[src/core/i2cs_consts.svh]
/*
 * Named constants for the two-wire slave receiver.
 * Assumes it is included by bare name from design files only.
 */
`ifndef I2CS_CONSTS_SVH
`define I2CS_CONSTS_SVH

// Byte framing
`define I2CS_BYTE_W 8
`define I2CS_BITS_PER_BYTE 4'h8
`define I2CS_CNT_ZERO 4'h0
`define I2CS_CNT_ONE 4'h1
`define I2CS_RW_BIT 0

// Long address first byte pattern and upper address bit field
`define I2CS_HI_PATTERN 5'h1e
`define I2CS_HI_A9_BIT 2
`define I2CS_HI_A8_BIT 1

// Reset values and general call address
`define I2CS_MASK_RST 8'hff
`define I2CS_ADDR_RST 8'h00
`define I2CS_GCALL_ADDR 8'h00

// Mode select bit positions
`define I2CS_MODE_LONG_BIT 0
`define I2CS_MODE_EVENT_BIT 1

// Receive buffer shape
`define I2CS_FIFO_DEPTH 16

`endif

[src/core/i2cs_pkg.sv]
/*
 * Types shared by the two-wire slave receiver.
 * Assumes nothing beyond a SystemVerilog compiler.
 */
package i2cs_pkg;

    // Receive sequencer states
    typedef enum logic [2:0] {
        st_idle = 3'b000,
        st_addr = 3'b001,
        st_alow = 3'b010,
        st_data = 3'b011,
        st_ack = 3'b100
    } i2cs_state_t;

endpackage

[src/core/i2cs_sync.sv]
/*
 * Two-stage synchroniser for a group of pin inputs.
 * Assumes inputs are asynchronous to clk_sys.
 */
`timescale 1ns/1ps
module i2cs_sync #(
    parameter int WIDTH = 2
) (
    input wire logic clk_sys,
    input wire logic clk_en,
    input wire logic srst,
    input wire logic [WIDTH-1:0] pin_in,
    output logic [WIDTH-1:0] pin_sync
);
    logic [WIDTH-1:0] meta_q; // First stage, read only by second

    // Both stages idle high, like a released open-drain line
    always_ff @(posedge clk_sys) begin
        if (srst) begin
            meta_q <= '1;
            pin_sync <= '1;
        end else if (clk_en) begin
            meta_q <= pin_in;
            pin_sync <= meta_q;
        end
    end
endmodule

[src/core/i2cs_fifo.sv]
/*
 * Receive buffer: flip-flop FIFO with a registered output stage.
 * Assumes a single clock; the drain side may stall at any time.
 */
`timescale 1ns/1ps
module i2cs_fifo #(
    parameter int WIDTH = 8,
    parameter int DEPTH = 16
) (
    input wire logic clk_sys,
    input wire logic clk_en,
    input wire logic srst,
    input wire logic in_valid,
    output logic in_ready,
    input wire logic [WIDTH-1:0] in_data,
    output logic out_valid,
    input wire logic out_ready,
    output logic [WIDTH-1:0] out_data
);
    localparam int AW = $clog2(DEPTH);
    localparam logic [AW:0] FULL_CNT = (AW+1)'(DEPTH);

    logic [WIDTH-1:0] mem_q [DEPTH]; // Storage entries
    logic [AW-1:0] wr_q; // Write index
    logic [AW-1:0] rd_q; // Read index
    logic [AW:0] cnt_q; // Entries held in storage
    logic push;
    logic load;

    // Output stage takes a word whenever it is empty or being drained
    assign in_ready = (cnt_q != FULL_CNT);
    assign push = in_valid && in_ready;
    assign load = (cnt_q != '0) && (!out_valid || out_ready);

    // One write enable per entry
    for (genvar i = 0; i < DEPTH; i++) begin : g_entry
        always_ff @(posedge clk_sys) begin
            if (clk_en && push && (wr_q == AW'(i))) begin
                mem_q[i] <= in_data;
            end
        end
    end

    // Pointers and occupancy
    always_ff @(posedge clk_sys) begin
        if (srst) begin
            wr_q <= '0;
            rd_q <= '0;
            cnt_q <= '0;
        end else if (clk_en) begin
            if (push) begin
                wr_q <= AW'(wr_q + 1'b1);
            end
            if (load) begin
                rd_q <= AW'(rd_q + 1'b1);
            end
            cnt_q <= (AW+1)'(cnt_q + {{AW{1'b0}}, push} - {{AW{1'b0}}, load});
        end
    end

    // Registered output word
    always_ff @(posedge clk_sys) begin
        if (srst) begin
            out_valid <= 1'b0;
            out_data <= '0;
        end else if (clk_en) begin
            if (load) begin
                out_valid <= 1'b1;
                out_data <= mem_q[rd_q];
            end else if (out_ready) begin
                out_valid <= 1'b0;
            end
        end
    end
endmodule

[src/core/i2cs_slave.sv]
/*
 * Two-wire slave receiver: own-address match,
 * events, update handshake, reception, stretch.
 * Assumes control ports on clk_sys and
 * resolved open-drain levels on the line inputs.
 * No transmit path.
 */
`timescale 1ns/1ps
`include "i2cs_consts.svh"

// Notes on behaviour
// - Four modes: short/long address, events optional
// - Event modes also flag start, restart, stop
// - Matching first byte buffered and raises interrupt
// - Mismatch goes idle with no flag
// - Short mode ignores direction bit in compare
// - Long high byte compared to 11110,A9,A8,0
// - High match sets update flag, holds clock
// - Low byte always flags and holds clock
// - Own-address write clears update flag
// - Long read needs prior full write match
// - Write address clears direction, buffered, acknowledged
// - Overflow NACKs address unless override enabled
// - Interrupt flag per byte, sticky until cleared
// - Stretch enable holds clock until release bit
// - Start sets start-seen, interrupt if enabled
// - Reading buffer clears buffer-full flag
// - Each data byte acknowledged and flagged unless overflow blocks it
// - Stop sets stop-seen, bus goes idle
// - Mask zeros make address bits don't-care, except A9,A8 in the long high byte
// - Mask resets to all ones
// - General call acknowledged when enabled
module i2cs_slave
    import i2cs_pkg::*;
(
    input wire logic clk_sys,
    input wire logic clk_en,
    input wire logic srst,
    input wire logic scl_in,
    input wire logic sda_in,
    output logic scl_out,
    output logic scl_oe,
    output logic sda_out,
    output logic sda_oe,
    input wire logic [1:0] port_mode_select,
    input wire logic general_call_enable,
    input wire logic stretch_enable,
    input wire logic buffer_override_enable,
    input wire logic own_address_wr,
    input wire logic [7:0] own_address_wdata,
    input wire logic address_mask_wr,
    input wire logic [7:0] address_mask_wdata,
    input wire logic clock_release_set,
    input wire logic serial_irq_clear,
    input wire logic overflow_clear,
    input wire logic rx_ready,
    output logic rx_valid,
    output logic [7:0] rx_data,
    output logic [7:0] own_address_reg,
    output logic serial_irq_flag,
    output logic address_update_flag,
    output logic buffer_full_flag,
    output logic receive_overflow_flag,
    output logic start_seen,
    output logic stop_seen,
    output logic direction_bit,
    output logic clock_release_bit
);
    logic scl_s; // Synchronised clock line
    logic sda_s; // Synchronised data line
    logic scl_p_q; // Previous synchronised levels
    logic sda_p_q;
    logic scl_rise;
    logic scl_fall;
    logic start_det;
    logic stop_det;
    i2cs_state_t state_q; // Receive sequencer
    i2cs_state_t next_q; // State to enter after the ACK slot
    logic [3:0] cnt_q; // Bits sampled in current byte
    logic [7:0] shift_register; // Incoming bits, MSB first
    logic [7:0] address_mask_reg; // Mask, zero bit is don't-care
    logic full_match_q; // Long address fully matched as write
    logic ua_pend_q; // Update flag due at end of ACK slot
    logic hold_q; // Clock stretch in force
    logic fifo_in_ready;
    logic push_q; // One-cycle write into receive buffer
    logic [7:0] push_data_q;
    // Decision terms at the eighth and ninth falling edges, and clock release
    logic byte_done;
    logic ninth_fall;
    logic long_mode;
    logic event_mode;
    logic blocked;
    logic hit7;
    logic hi_hit;
    logic low_hit;
    logic gcall;
    logic do_ack;
    logic do_push;
    logic do_irq;
    logic ua_now;
    logic ua_later;
    logic ovf_set;
    logic dir_load;
    i2cs_state_t after_ack;
    logic release_now;

    // Pin inputs cross two flip-flops before use
    i2cs_sync #(.WIDTH(2)) u_sync (
        .clk_sys(clk_sys),
        .clk_en(clk_en),
        .srst(srst),
        .pin_in({scl_in, sda_in}),
        .pin_sync({scl_s, sda_s})
    );

    // Edge history of the synchronised lines
    always_ff @(posedge clk_sys) begin
        if (srst) begin
            scl_p_q <= 1'b1;
            sda_p_q <= 1'b1;
        end else if (clk_en) begin
            scl_p_q <= scl_s;
            sda_p_q <= sda_s;
        end
    end

    assign scl_rise = scl_s && !scl_p_q;
    assign scl_fall = !scl_s && scl_p_q;
    // Data changes while the clock line stays high mark bus conditions
    assign start_det = scl_s && scl_p_q && sda_p_q && !sda_s;
    assign stop_det = scl_s && scl_p_q && !sda_p_q && sda_s;

    assign long_mode = port_mode_select[`I2CS_MODE_LONG_BIT];
    assign event_mode = port_mode_select[`I2CS_MODE_EVENT_BIT];
    assign byte_done = scl_fall && (cnt_q == `I2CS_BITS_PER_BYTE) &&
                       (state_q == st_addr || state_q == st_alow || state_q == st_data);
    assign ninth_fall = scl_fall && (state_q == st_ack);
    // Override acks despite a pending overflow
    assign blocked = (buffer_full_flag || receive_overflow_flag) && !buffer_override_enable;

    // Address comparators
    assign hit7 = ((shift_register[7:1] ^ own_address_reg[7:1]) & address_mask_reg[7:1]) == 7'h00;
    assign hi_hit = shift_register[7:1] == {`I2CS_HI_PATTERN, own_address_reg[`I2CS_HI_A9_BIT],
                                            own_address_reg[`I2CS_HI_A8_BIT]};
    assign low_hit = ((shift_register ^ own_address_reg) & address_mask_reg) == 8'h00;
    assign gcall = general_call_enable && (shift_register == `I2CS_GCALL_ADDR);

    // Per-byte decision taken on the falling edge after bit eight
    always_comb begin
        do_ack = 1'b0;
        do_push = 1'b0;
        do_irq = 1'b0;
        ua_now = 1'b0;
        ua_later = 1'b0;
        ovf_set = 1'b0;
        dir_load = 1'b0;
        after_ack = st_idle;
        if (byte_done) begin
            case (state_q)
                st_addr: begin
                    if (gcall) begin
                        // General call is plain data afterwards, no update flag
                        do_ack = !blocked;
                        after_ack = st_data;
                    end else if (long_mode && hi_hit && !shift_register[`I2CS_RW_BIT]) begin
                        do_ack = !blocked;
                        ua_later = !blocked;
                        after_ack = st_alow;
                    end else if (long_mode && hi_hit && full_match_q) begin
                        // Read request only after a full write match
                        do_ack = !blocked;
                        after_ack = st_idle;
                    end else if (!long_mode && hit7) begin
                        do_ack = !blocked;
                        after_ack = shift_register[`I2CS_RW_BIT] ? st_idle : st_data;
                    end
                    // A matched address that is refused counts as overflow
                    if ((gcall || (long_mode && hi_hit) || (!long_mode && hit7)) && blocked) begin
                        ovf_set = buffer_full_flag;
                    end
                    dir_load = do_ack;
                end
                st_alow: begin
                    do_ack = low_hit && !blocked;
                    do_irq = 1'b1;
                    ua_later = do_ack;
                    ua_now = !do_ack;
                    after_ack = st_data;
                end
                st_data: begin
                    do_ack = !blocked;
                    ovf_set = blocked && buffer_full_flag;
                    after_ack = st_data;
                end
                default: begin
                    do_ack = 1'b0;
                end
            endcase
            do_push = do_ack;
            do_irq = do_irq || do_ack;
        end
    end

    // Sequencer, bit counter and shift register
    always_ff @(posedge clk_sys) begin
        if (srst) begin
            state_q <= st_idle;
            next_q <= st_idle;
            cnt_q <= `I2CS_CNT_ZERO;
            shift_register <= 8'h00;
        end else if (clk_en) begin
            if (stop_det) begin
                state_q <= st_idle;
            end else if (start_det) begin
                // Start and restart both begin an address byte
                state_q <= st_addr;
                cnt_q <= `I2CS_CNT_ZERO;
            end else if (scl_rise && state_q != st_idle && state_q != st_ack) begin
                shift_register <= {shift_register[6:0], sda_s};
                cnt_q <= 4'(cnt_q + `I2CS_CNT_ONE);
            end else if (byte_done) begin
                // Refused or unmatched: idle
                state_q <= do_ack ? st_ack : st_idle;
                next_q <= after_ack;
            end else if (ninth_fall) begin
                state_q <= next_q;
                cnt_q <= `I2CS_CNT_ZERO;
            end
        end
    end

    // Data line pull-down during the ACK slot only
    always_ff @(posedge clk_sys) begin
        if (srst) begin
            sda_oe <= 1'b0;
            sda_out <= 1'b0;
            scl_out <= 1'b0;
        end else if (clk_en) begin
            sda_out <= 1'b0;
            scl_out <= 1'b0;
            if (stop_det || start_det || ninth_fall) begin
                sda_oe <= 1'b0;
            end else if (byte_done && do_ack) begin
                sda_oe <= 1'b1;
            end
        end
    end

    // Stretch after the ACK slot until both reasons clear
    assign release_now = hold_q && !address_update_flag && clock_release_bit;
    always_ff @(posedge clk_sys) begin
        if (srst) begin
            hold_q <= 1'b0;
            scl_oe <= 1'b0;
        end else if (clk_en) begin
            if ((ninth_fall && (ua_pend_q || stretch_enable)) || ua_now) begin
                hold_q <= 1'b1;
                scl_oe <= 1'b1;
            end else if (release_now) begin
                hold_q <= 1'b0;
                scl_oe <= 1'b0;
            end
        end
    end

    // Release bit: cleared by a stretch_enable stretch at the end of the ACK slot, set by software; set wins
    always_ff @(posedge clk_sys) begin
        if (srst) begin
            clock_release_bit <= 1'b1;
        end else if (clk_en) begin
            if (clock_release_set) begin
                clock_release_bit <= 1'b1;
            end else if (ninth_fall && stretch_enable) begin
                clock_release_bit <= 1'b0;
            end
        end
    end

    // Own address and mask registers
    always_ff @(posedge clk_sys) begin
        if (srst) begin
            own_address_reg <= `I2CS_ADDR_RST;
            address_mask_reg <= `I2CS_MASK_RST;
        end else if (clk_en) begin
            if (own_address_wr) begin
                own_address_reg <= own_address_wdata;
            end
            if (address_mask_wr) begin
                address_mask_reg <= address_mask_wdata;
            end
        end
    end

    // Address update flag; a hardware set beats a same-cycle write
    always_ff @(posedge clk_sys) begin
        if (srst) begin
            ua_pend_q <= 1'b0;
            address_update_flag <= 1'b0;
        end else if (clk_en) begin
            if (byte_done) begin
                ua_pend_q <= ua_later;
            end else if (ninth_fall) begin
                ua_pend_q <= 1'b0;
            end
            if ((ninth_fall && ua_pend_q) || ua_now) begin
                address_update_flag <= 1'b1;
            end else if (own_address_wr) begin
                address_update_flag <= 1'b0;
            end
        end
    end

    // Full long-address match survives restarts, ends at stop
    always_ff @(posedge clk_sys) begin
        if (srst) begin
            full_match_q <= 1'b0;
        end else if (clk_en) begin
            if (stop_det) begin
                full_match_q <= 1'b0;
            end else if (byte_done && state_q == st_alow && do_ack) begin
                full_match_q <= 1'b1;
            end
        end
    end

    // Status: direction, start, stop
    always_ff @(posedge clk_sys) begin
        if (srst) begin
            direction_bit <= 1'b0;
            start_seen <= 1'b0;
            stop_seen <= 1'b0;
        end else if (clk_en) begin
            if (dir_load) begin
                direction_bit <= shift_register[`I2CS_RW_BIT];
            end
            if (start_det) begin
                start_seen <= 1'b1;
                stop_seen <= 1'b0;
            end else if (stop_det) begin
                start_seen <= 1'b0;
                stop_seen <= 1'b1;
            end
        end
    end

    // Interrupt flag: sticky, set wins over software clear
    always_ff @(posedge clk_sys) begin
        if (srst) begin
            serial_irq_flag <= 1'b0;
        end else if (clk_en) begin
            if (do_irq || (event_mode && (start_det || stop_det))) begin
                serial_irq_flag <= 1'b1;
            end else if (serial_irq_clear) begin
                serial_irq_flag <= 1'b0;
            end
        end
    end

    // Overflow and buffer-full flags
    always_ff @(posedge clk_sys) begin
        if (srst) begin
            receive_overflow_flag <= 1'b0;
            buffer_full_flag <= 1'b0;
        end else if (clk_en) begin
            if (ovf_set || (push_q && !fifo_in_ready)) begin
                receive_overflow_flag <= 1'b1;
            end else if (overflow_clear) begin
                receive_overflow_flag <= 1'b0;
            end
            // Draining a word makes room, which clears the full flag
            buffer_full_flag <= !fifo_in_ready;
        end
    end

    // Byte handed to the receive buffer
    always_ff @(posedge clk_sys) begin
        if (srst) begin
            push_q <= 1'b0;
            push_data_q <= 8'h00;
        end else if (clk_en) begin
            push_q <= do_push;
            push_data_q <= shift_register;
        end
    end

    i2cs_fifo #(.WIDTH(`I2CS_BYTE_W), .DEPTH(`I2CS_FIFO_DEPTH)) u_fifo (
        .clk_sys(clk_sys),
        .clk_en(clk_en),
        .srst(srst),
        .in_valid(push_q),
        .in_ready(fifo_in_ready),
        .in_data(push_data_q),
        .out_valid(rx_valid),
        .out_ready(rx_ready),
        .out_data(rx_data)
    );
endmodule

[config.mk]
export PLATFORM = sky130hd
export DESIGN_NAME = i2cs_slave
export DESIGN_NICKNAME = d
export VERILOG_FILES = /design/src/core/i2cs_pkg.sv /design/src/core/i2cs_sync.sv /design/src/core/i2cs_fifo.sv /design/src/core/i2cs_slave.sv
export VERILOG_INCLUDE_DIRS = /design/src /design/src/core
export SDC_FILE = /design/constraint.sdc
export NUM_CORES = 1
export LEC_CHECK = 0
export BUFFER_PORTS_ARGS = -buffer_cell sky130_fd_sc_hd__buf_4
export CAP_MARGIN = 10
export CORE_MARGIN = 4
export CORE_UTILIZATION = 45
export DETAILED_ROUTE_END_ITERATION = 10
export PLACE_DENSITY = 0.59
export SLEW_MARGIN = 20
export SYNTH_ARGS = -nofsm -noshare
export SYNTH_HDL_FRONTEND = slang
export SYNTH_HIERARCHICAL = 1
export SYNTH_SLANG_ARGS = --single-unit
[constraint.sdc]
create_clock -name clk_sys -period 3.1 [get_ports clk_sys]
set_input_delay 0.465 -clock clk_sys [delete_from_list [all_inputs] [get_ports clk_sys]]
set_output_delay 0.465 -clock clk_sys [all_outputs]
set_load 0.05 [all_outputs]
==> results of run 1 <==
## metrics by stage
step           cell area, um2  utilization, %  setup WS, ps  std cells
2_1_floorplan            8920               -         247.4        656
3_3_place_gp             9654           49.60         151.3        963
3_5_place_dp             9654           49.60         69.87        963
4_1_cts                 10370           53.29         64.48       1002
5_1_grt                 10380           53.33         25.55       1002
6_report                10380           53.33         119.8       1002
## cells by family (layout without fill, tap and decap cells)
| group | after synthesis | after routing | synth area share, % |
|---|---|---|---|
| AOI/OAI and AO/OA | 89 | 89 | 7.550 |
| adders and majority gates | 14 | 14 | 2.049 |
| and+or+nand+nor | 198 | 198 | 11.13 |
| muxes | 71 | 71 | 12.81 |
| DFF | 210 | 210 | 61.52 |
| xor gates and xnor gates | 16 | 16 | 1.572 |
| buffers and inverters | 56 | 137 | 3.326 |
| other | 1 | 2 | 0.04206 |
## power groups by stage
stage	clock [uW]	sequential (uW)	combinational (uW)
floorplan	0	3350	894
global placement	0	3260	1280
detailed placement	0	3270	1310
CTS	2650	3210	1320
global route	2770	3230	1420
finish	2590	3210	1310
## final timing paths
path                                          end  slack (ps)  depth (start not counted)
hold / removal      u_sync/meta_q[0]$_SDFFE_PP1P_         170                          2
setup reg to reg     u_fifo/cnt_q[4]$_SDFFE_PP0P_         120                         12
hold reg to reg   u_sync/pin_sync[0]$_SDFFE_PP1P_         460                          1
setup / recovery     u_fifo/cnt_q[4]$_SDFFE_PP0P_         120                         12
## synth_stat cells (all sizes together), types with 13 or more instances
master	number	area share, %
nor2	54	2.3
ha	13	1.8
edfxtp	128	43
buf	21	1.9
a21oi	24	1.3
inv	15	0.63
mux4	32	8.4
dfxtp	82	18
mux2i	38	4.3
nand2	47	2.0
clkbuf	20	0.84
nand3	33	1.9
## final cells by class
cell class | count | area share (%)
Clock buffer | 35 | 6.462
Tap cell | 265 | 3.195
Timing Repair Buffer | 83 | 6.124
Multi-Input combinational cell | 390 | 30.34
Sequential cell | 210 | 52.88
Inverter | 15 | 0.5425
Clock inverter | 4 | 0.4581
## layer usage
layer | vias to the layer above | track usage [%]
li1 | 2609 | -
met1 | 2748 | 23.52
met2 | 117 | 29.39
met4 | 0 | 4.302
met5 | - | 0
met3 | 25 | 2.735
## timing repair
| action | in CTS | in global routing |
|---|---|---|
| setup endpoints to repair | 0 | 1 |
| gates resized for setup | 0 | 4 |
| hold endpoints to repair | 0 | 0 |
| hold buffers | 0 | 0 |
==> impl_results.md, run 1 <==
- Post-route minimum period: 2980 ps
- Met1 wire length: 8.409 mm
- Max stage delay on crit path: 490 ps
- Multi-input gate area: 3149 um2
- Slew HR: 53.59%
- Clock latency on the worst-skew pair: 510 ps
- Total Power: 7115 uW
- Hold path start: sda_in
- HPWL Detailed: 12.57 mm
- Vias per cell: 5.488
- FFs w/ async S/R, synth: 0%
- DRC: 0
- Critical path class: register to register
- Core area: 19460 um2
- H-tree levels: 1
- Synthesized flop and latch total: 210
- Diode count: 0
- Status: finished, final reports clean
- Worst hold slack: 170.4 ps
- Clock power share: 36.4%
- Fin crit share: 96.14%
- Die H: 148.8 um
- Post-DRT Antenna Nets: 0
- Crit path buf inv count: 2
- Met3 WL: 863 um
- Crit path max fanout: 4
- DR WL met2: 9.295 mm
- Number of synthesis warnings: 6
- Clock root cell: clkbuf_16
- Commonest non-fill, non-tap cell in the layout: edfxtp_1
- Maximum VDD drop: 395.3 uV
- Measured slew at the worst slew-check pin: 695.2 ps
- Post-Syn Area: 8916 um2
- CTS buffer count: 23
- Final Max Tran Viols: 0
- Largest net degree at the start of global routing: 45
- Power Density: 685.5 nW/um2
- EDFF count, synth: 128
- Crit path from: u_fifo/cnt_q[2]$_SDFFE_PP0P_
- Worst EP required: 3480 ps
- First-pass GRT wire length: 30.48 mm
- Arr. time, crit path: 3370 ps
- Initial antenna violation count: 0
- I/O Buffers: 58
- Uppermost layer routed: met4
- Reg area: 5488 um2
- Psw: 1910 uW
- Hold Vio Cnt, Final: 0
- MaxCap Viol Count: 0
- Final wirelength: 18.91 mm
- Final #Nets: 769
- R2R Path Start: u_fifo/cnt_q[2]$_SDFFE_PP0P_
- Largest register FFs: 128
- DIE WIDTH: 148.8 um
- Vias in the first global route: 5657
- Site Rows: 51
- Most frequent cells in the layout: edfxtp_1 (128), buf_4 (82), dfxtp_1 (80), nor2_1 (54), nand2_1 (47)
- Net Sw Frac: 26.85%
- Post-synth cell types: 73
- Initial DRC Count: 355
- Fill cells: 1641
- Critical path capture point type: register
- Setup crit start kind: register
- GRT Total Usage: 17.30%
- CTS tree: built
- Largest reg by FF count: u_fifo/mem_q
- Post-CTS setup buffer count: 0
- Layout cells sized above 1: 20.90%
- Initial Utilization: 45.81%
- Slowest cell on the critical path: or4b_4
- Grt ovf: 0
- Sequential share of power: 45.2%
- Total Negative Setup Slacks: 0 ps
- DR vias: 5499
- Pint: 5205 uW
- Skew final: 21.16 ps
- Main flop type after synthesis: edfxtp_1
- Drt pass-1 iters: 4
- GPL Wtd Cong: 0.7740
- Routed WL per cell: 18.87 um
- Area delta synth->final: 16.40%
- Hold Path Class: input pin to register
- RSZ-0062 raised after global routing: no
- Syn_area_per_cell: 13.61 um2
- Max Root-Sink Buffers: 3
- Critical path cell sequence: inv_2 -> ha_2 -> or4b_4 -> and2_1 -> ha_1 -> inv_1 -> ha_1 -> fa_2 -> a21oi_1 -> o21bai_1 -> mux2i_1 -> mux2_2
- Logic pwr share: 18.4%
- Worst path most repeated cell: ha_1
- CTS clk-pin slew, worst paths: 60 ps
- Endpoints failing setup: 0
- Post-synthesis sequential area ratio: 61.52%
- Clock Sinks: 210
- Top Family by Delay on Critical Path: adder cells
- Die area: 22130 um2
- Post-Syn Instances: 655
- Top-level I/O count: 61
- Leak: 0.003651 uW
- Max Fclk: 335.5 MHz
Power figures use the tool's default switching activity.
==> run 2: changes to the inputs <==
Settings changed: BUFFER_PORTS_ARGS -buffer_cell sky130_fd_sc_hd__buf_4 to -buffer_cell sky130_fd_sc_hd__clkbuf_2, CTS_CLUSTER_DIAMETER set to 30.
==> impl_results.md, run 2 (same netlist as run 1, synthesis figures left out) <==
- Measured slew at the worst slew-check pin: 713.3 ps (+18.19 ps)
- Hold Vio Cnt, Final: 0 (unchanged)
- Top-level I/O count: 61 (unchanged)
- Layout cells sized above 1: 24.52% (+3.6 points)
- Status: finished, final reports clean
- DIE WIDTH: 148.8 um (unchanged)
- Final Max Tran Viols: 0 (unchanged)
- I/O Buffers: 58 (unchanged)
- Critical path capture point type: register
- Arr. time, crit path: 3310 ps (-60 ps)
- Logic pwr share: 14.4% (-4.0 points)
- Die H: 148.8 um (unchanged)
- Largest net degree at the start of global routing: 36 (-20%)
- Diode count: 0 (unchanged)
- Net Sw Frac: 24.73% (-2.1 points)
- Max Fclk: 340.8 MHz (+1.6%)
- Endpoints failing setup: 0 (unchanged)
- Clock Sinks: 210 (unchanged)
- Power Density: 834.5 nW/um2 (+22%)
- GRT Total Usage: 17.39% (+0.095 points)
- Sequential share of power: 34.1% (-11 points)
- DR vias: 5610 (+2.0%)
- Setup WS post-layout: 165.9 ps (+46.13 ps)
- Area delta synth->final: 23.65%
- Final #Nets: 788 (+2.5%)
- Grt ovf: 0 (unchanged)
- CTS tree: built
- Crit path from: u_fifo/cnt_q[2]$_SDFFE_PP0P_
- Drt pass-1 iters: 5 (+1)
- Setup crit start kind: register
- Worst Hold Path Cells: 2 (unchanged)
- Routed WL per cell: 18.16 um (-3.8%)
- HPWL Detailed: 12.43 mm (-1.1%)
- Fin crit share: 94.65% (-1.5 points)
- First-pass GRT wire length: 30.75 mm (+0.88%)
- Slew HR: 52.44% (-1.1 points)
- GPL Wtd Cong: 0.8222 (+6.2%)
- CTS buffer count: 42 (+83%)
- # hold bufs at CTS: 0 (unchanged)
- Fill cells: 1552 (-5.4%)
- Site Rows: 51 (unchanged)
- CTS clk-pin slew, worst paths: 40 ps (-20 ps)
- Critical path class: register to register
- Reg area: 5487 um2 (about the same)
- Commonest non-fill, non-tap cell in the layout: edfxtp_1
- Initial Utilization: 45.81% (unchanged)
- Leak: 0.003994 uW (+9.4%)
- H-tree levels: 2 (+1)
- DRC: 0 (unchanged)
- Largest reg by FF count: u_fifo/mem_q
- Hold path start: scl_in
- Core area: 19460 um2 (unchanged)
- Psw: 2275 uW (+19%)
- Post-route minimum period: 2934 ps (-46.13 ps)
- Total Negative Setup Slacks: 0 ps (unchanged)
- Worst r2r path cells: 12 (unchanged)
- Vias in the first global route: 5783 (+2.2%)
- Maximum VDD drop: 359.8 uV (-9.0%)
- Post-DRT Antenna Nets: 0 (unchanged)
- Pint: 6925 uW (+33%)
- Multi-input gate area: 3149 um2 (unchanged)
- Initial antenna violation count: 0 (unchanged)
- Total Power: 9199 uW (+29%)
- Final wirelength: 18.89 mm (-0.11%)
- Vias per cell: 5.394 (-1.7%)
- R2R setup slack: 170 ps (+50 ps)
- Die area: 22130 um2 (unchanged)
- Dpl ws: 91.35 ps (+21.48 ps)
- Skew final: 22.30 ps (+1.135 ps)
- Final core utilization: 56.64% (+3.3 points)
- Most frequent cells in the layout: edfxtp_1 (128), dfxtp_1 (81), clkbuf_2 (58), nor2_1 (54), nand2_1 (47)
- MaxCap Viol Count: 0 (unchanged)
- Initial DRC Count: 323 (-9.0%)
- Hold Path Class: input pin to register
- Crit path max fanout: 4 (unchanged)
- R2R Path Start: u_fifo/cnt_q[2]$_SDFFE_PP0P_
- Clock power share: 51.5% (+15 points)
- RSZ-0062 raised after global routing: no
- Largest register FFs: 128 (unchanged)
- Worst EP required: 3470 ps (about the same)
- Clock root cell: clkbuf_16
- Clock latency on the worst-skew pair: 510 ps (about the same)
- Max Root-Sink Buffers: 3 (unchanged)
[run 2: changes by cell type in the layout (fill, tap and decap cells not counted), moves of 3 or more]
cell and delta:
clkinv_2 +5, clkbuf_8 -3, bufinv_16 +8, buf_4 -58, clkinv_4 +4, clkbuf_16 +20, clkbuf_2 +58
[run 2: what timing repair did]
| action | in CTS | in global routing |
|---|---|---|
| setup buffers | 0 | 0 |
| setup endpoints to repair | 0 | 1 |
| gates resized for setup | 0 | 3 |
[run 2: stage by stage]
stage	area, um2	cells	hold WS (ps)
3_5_place_dp	9509	963	452.0
2_1_floorplan	8920	656	427.3
3_3_place_gp	9509	963	436.0
5_1_grt	11020	1040	170.1
4_1_cts	11020	1040	164.8
6_report	11020	1040	183.4
[run 2: power by group through the flow]
stage	combinational [uW]	clock, uW	sequential (uW)
6_report	1320	4740	3140
5_1_grt	1450	4980	3150
4_1_cts	1330	4830	3140
3_5_place_dp	1320	0	3190
3_3_place_gp	1290	0	3180
2_1_floorplan	894	0	3350
[run 2: area by class of cell]
cell class | count | share of cell area [%]
inverter | 15 | 0.5107
tap | 265 | 3.008
sequential | 210 | 49.77
clock inverter | 26 | 3.484
clock buffer | 51 | 10.21
multi-input combinational | 390 | 28.57
timing repair buffer | 83 | 4.449
[run 2: path summary, 6_finish.rpt]
| kind | end |
|---|---|
| max | u_fifo/cnt_q[4]$_SDFFE_PP0P_ |
| min | u_sync/meta_q[1]$_SDFFE_PP1P_ |
| max reg2reg | u_fifo/cnt_q[4]$_SDFFE_PP0P_ |
| min reg2reg | u_sync/pin_sync[0]$_SDFFE_PP1P_ |
[run 2: critical path, stage by stage, from the launching register on]
cell	delay [ps]
dfxtp_1	320
inv_1	80
ha_2	180
or4b_4	490
and2_1	160
ha_1	260
inv_1	40
ha_1	200
fa_2	360
a21oi_1	150
o21bai_1	80
mux2i_1	160
mux2_2	340
[run 2: layer usage]
metal	global-route usage (%)	vias to the layer above	routed length, um
met4	5.217	0	364
met2	28.30	120	9004
met3	3.798	30	862
met5	0	-	0
li1	-	2674	-
met1	23.67	2786	8657
==> run 3: changes to the inputs <==
Settings changed: CORE_MARGIN 4 to not set.
Clock period 3.1 ns to 3.3 ns, I/O delays scaled along.
==> impl_results.md, run 3 (same netlist as run 1, synthesis figures left out) <==
- GPL Wtd Cong: 0.8237 (+0.18%)
- Power Density: 772.1 nW/um2 (-7.5%)
- Reg area: 5487 um2 (unchanged)
- Status: finished, final reports clean
- Total Power: 8479 uW (-7.8%)
- Die area: 20380 um2 (-7.9%)
- H-tree levels: 2 (unchanged)
- Core area: 19460 um2 (unchanged)
- Max Root-Sink Buffers: 3 (unchanged)
- Multi-input gate area: 3144 um2 (-0.16%)
- Maximum VDD drop: 334.7 uV (-7.0%)
- Fill cells: 1603 (+3.3%)
- Critical path class: register to register
- Slew HR: 51.68% (-0.76 points)
- Setup crit start kind: register
- Initial antenna violation count: 0 (unchanged)
- CTS tree: built
- Measured slew at the worst slew-check pin: 723.8 ps (+10.41 ps)
- RSZ-0062 raised after global routing: no
- DRC: 0 (unchanged)
- Site Rows: 51 (unchanged)
- Worst EP required: 3690 ps (+220 ps)
- # placed instances: 963 (unchanged)
- Fin crit share: 92.95% (-1.7 points)
- Endpoints failing setup: 0 (unchanged)
- Vias per cell: 5.430 (+0.67%)
- # resized after CTS: 0 (unchanged)
- Diode count: 0 (unchanged)
- Hold Vio Cnt, Final: 0 (unchanged)
- Routed WL per cell: 18.59 um (+2.3%)
- Initial Utilization: 45.81% (unchanged)
- Total Negative Setup Slacks: 0 ps (unchanged)
- DR vias: 5642 (+0.57%)
- Largest net degree at the start of global routing: 35 (-2.8%)
- Post-route minimum period: 3067 ps (+133.3 ps)
- Final Max Tran Viols: 0 (unchanged)
- Drt pass-1 iters: 5 (unchanged)
- Crit path max fanout: 4 (unchanged)
- Skew final: 24.81 ps (+2.518 ps)
- Largest register FFs: 128 (unchanged)
- Clock root cell: clkbuf_16
- Max Fclk: 326.0 MHz (-4.3%)
- I/O Buffers: 58 (unchanged)
- MaxCap Viol Count: 0 (unchanged)
- Final wirelength: 19.31 mm (+2.2%)
- Leak: 0.003970 uW (-0.60%)
- First-pass GRT wire length: 30.97 mm (+0.74%)
- Largest reg by FF count: u_fifo/mem_q
- CTS clk-pin slew, worst paths: 50 ps (about the same)
- Post-DRT Antenna Nets: 0 (unchanged)
- # hold bufs at CTS: 0 (unchanged)
- HPWL Detailed: 12.57 mm (+1.1%)
- Layout cells sized above 1: 24.03% (-0.49 points)
- Clock latency on the worst-skew pair: 530 ps (+20 ps)
- Vias in the first global route: 5719 (-1.1%)
- Final #Nets: 787 (-0.13%)
- Non-filler cells, final: 1039 (-0.096%)
- Most frequent cells in the layout: edfxtp_1 (128), dfxtp_1 (81), clkbuf_2 (58), nor2_1 (54), nand2_1 (47)
- Arr. time, crit path: 3460 ps (+150 ps)
- Top-level I/O count: 61 (unchanged)
- GRT Total Usage: 19.94% (+2.5 points)
- Grt ovf: 0 (unchanged)
- Critical path capture point type: register
- DIE WIDTH: 142.8 um (-4.0%)
- Commonest non-fill, non-tap cell in the layout: edfxtp_1
- Clock Sinks: 210 (unchanged)
- Die H: 142.8 um (-4.0%)
- CTS buffer count: 41 (-2.4%)
- Post-CTS setup buffer count: 0 (unchanged)
- Worst hold slack: 193.1 ps (+9.735 ps)
- Area delta synth->final: 23.15%
- Hold Path Class: input pin to register
- Initial DRC Count: 352 (+9.0%)
run 3: cell count changes in the layout (fill, tap and decap cells not counted), moves of 2 or more:
cell       change
bufinv_16      -3
clkbuf_16      -2
clkbuf_8       +4
clkinv_2       -2
inv_6          -2
run 3: per-layer routing:
| layer | GRT usage, % | wire length, um |
|---|---|---|
| met5 | 0 | 0 |
| met4 | 6.735 | 373 |
| met3 | 4.091 | 724 |
| met2 | 33.00 | 9525 |
| met1 | 26.15 | 8689 |
run 3: area by class of cell:
type,count,area share (%)
sequential,210,49.97
inverter,15,0.5128
clock buffer,52,10.27
clock inverter,24,3.134
timing repair buffer,83,4.467
multi-input combinational,390,28.64
tap,265,3.020
run 3: worst paths after layout:
| kind | startpoint | endpoint | slack, ps | cells after the start |
|---|---|---|---|---|
| worst max-delay path | u_fifo/cnt_q[3]$_SDFFE_PP0P_ | u_fifo/cnt_q[4]$_SDFFE_PP0P_ | 230 | 12 |
| worst min-delay path | sda_in | u_sync/meta_q[0]$_SDFFE_PP1P_ | 190 | 2 |
| worst max register to register | u_fifo/cnt_q[3]$_SDFFE_PP0P_ | u_fifo/cnt_q[4]$_SDFFE_PP0P_ | 230 | 12 |
| worst min register to register | start_seen$_SDFFE_PP0P_ | start_seen$_SDFFE_PP0P_ | 470 | 1 |
run 3: where the power goes:
part | switching [uW] | internal [uW] | total [uW]
Sequential | 105 | 2860 | 2970
Clock | 1370 | 2910 | 4280
Combinational | 721 | 509 | 1230
run 3: through the flow:
step,utilization [%],instance area (um2),setup slack (ps)
2_1_floorplan,-,8920,447.4
3_3_place_gp,48.86,9509,349.0
3_5_place_dp,48.86,9509,237.2
4_1_cts,56.42,10980,229.3
5_1_grt,56.42,10980,81.21
6_report,56.42,10980,232.6
run 3: critical path, cell delays in order (launching register included):
cell,delay (ps)
dfxtp_1,320
inv_1,110
ha_1,180
or4b_4,500
and2_1,160
ha_1,260
inv_1,40
ha_1,200
fa_1,420
a21oi_1,170
o21bai_1,90
mux2i_1,160
mux2_2,340
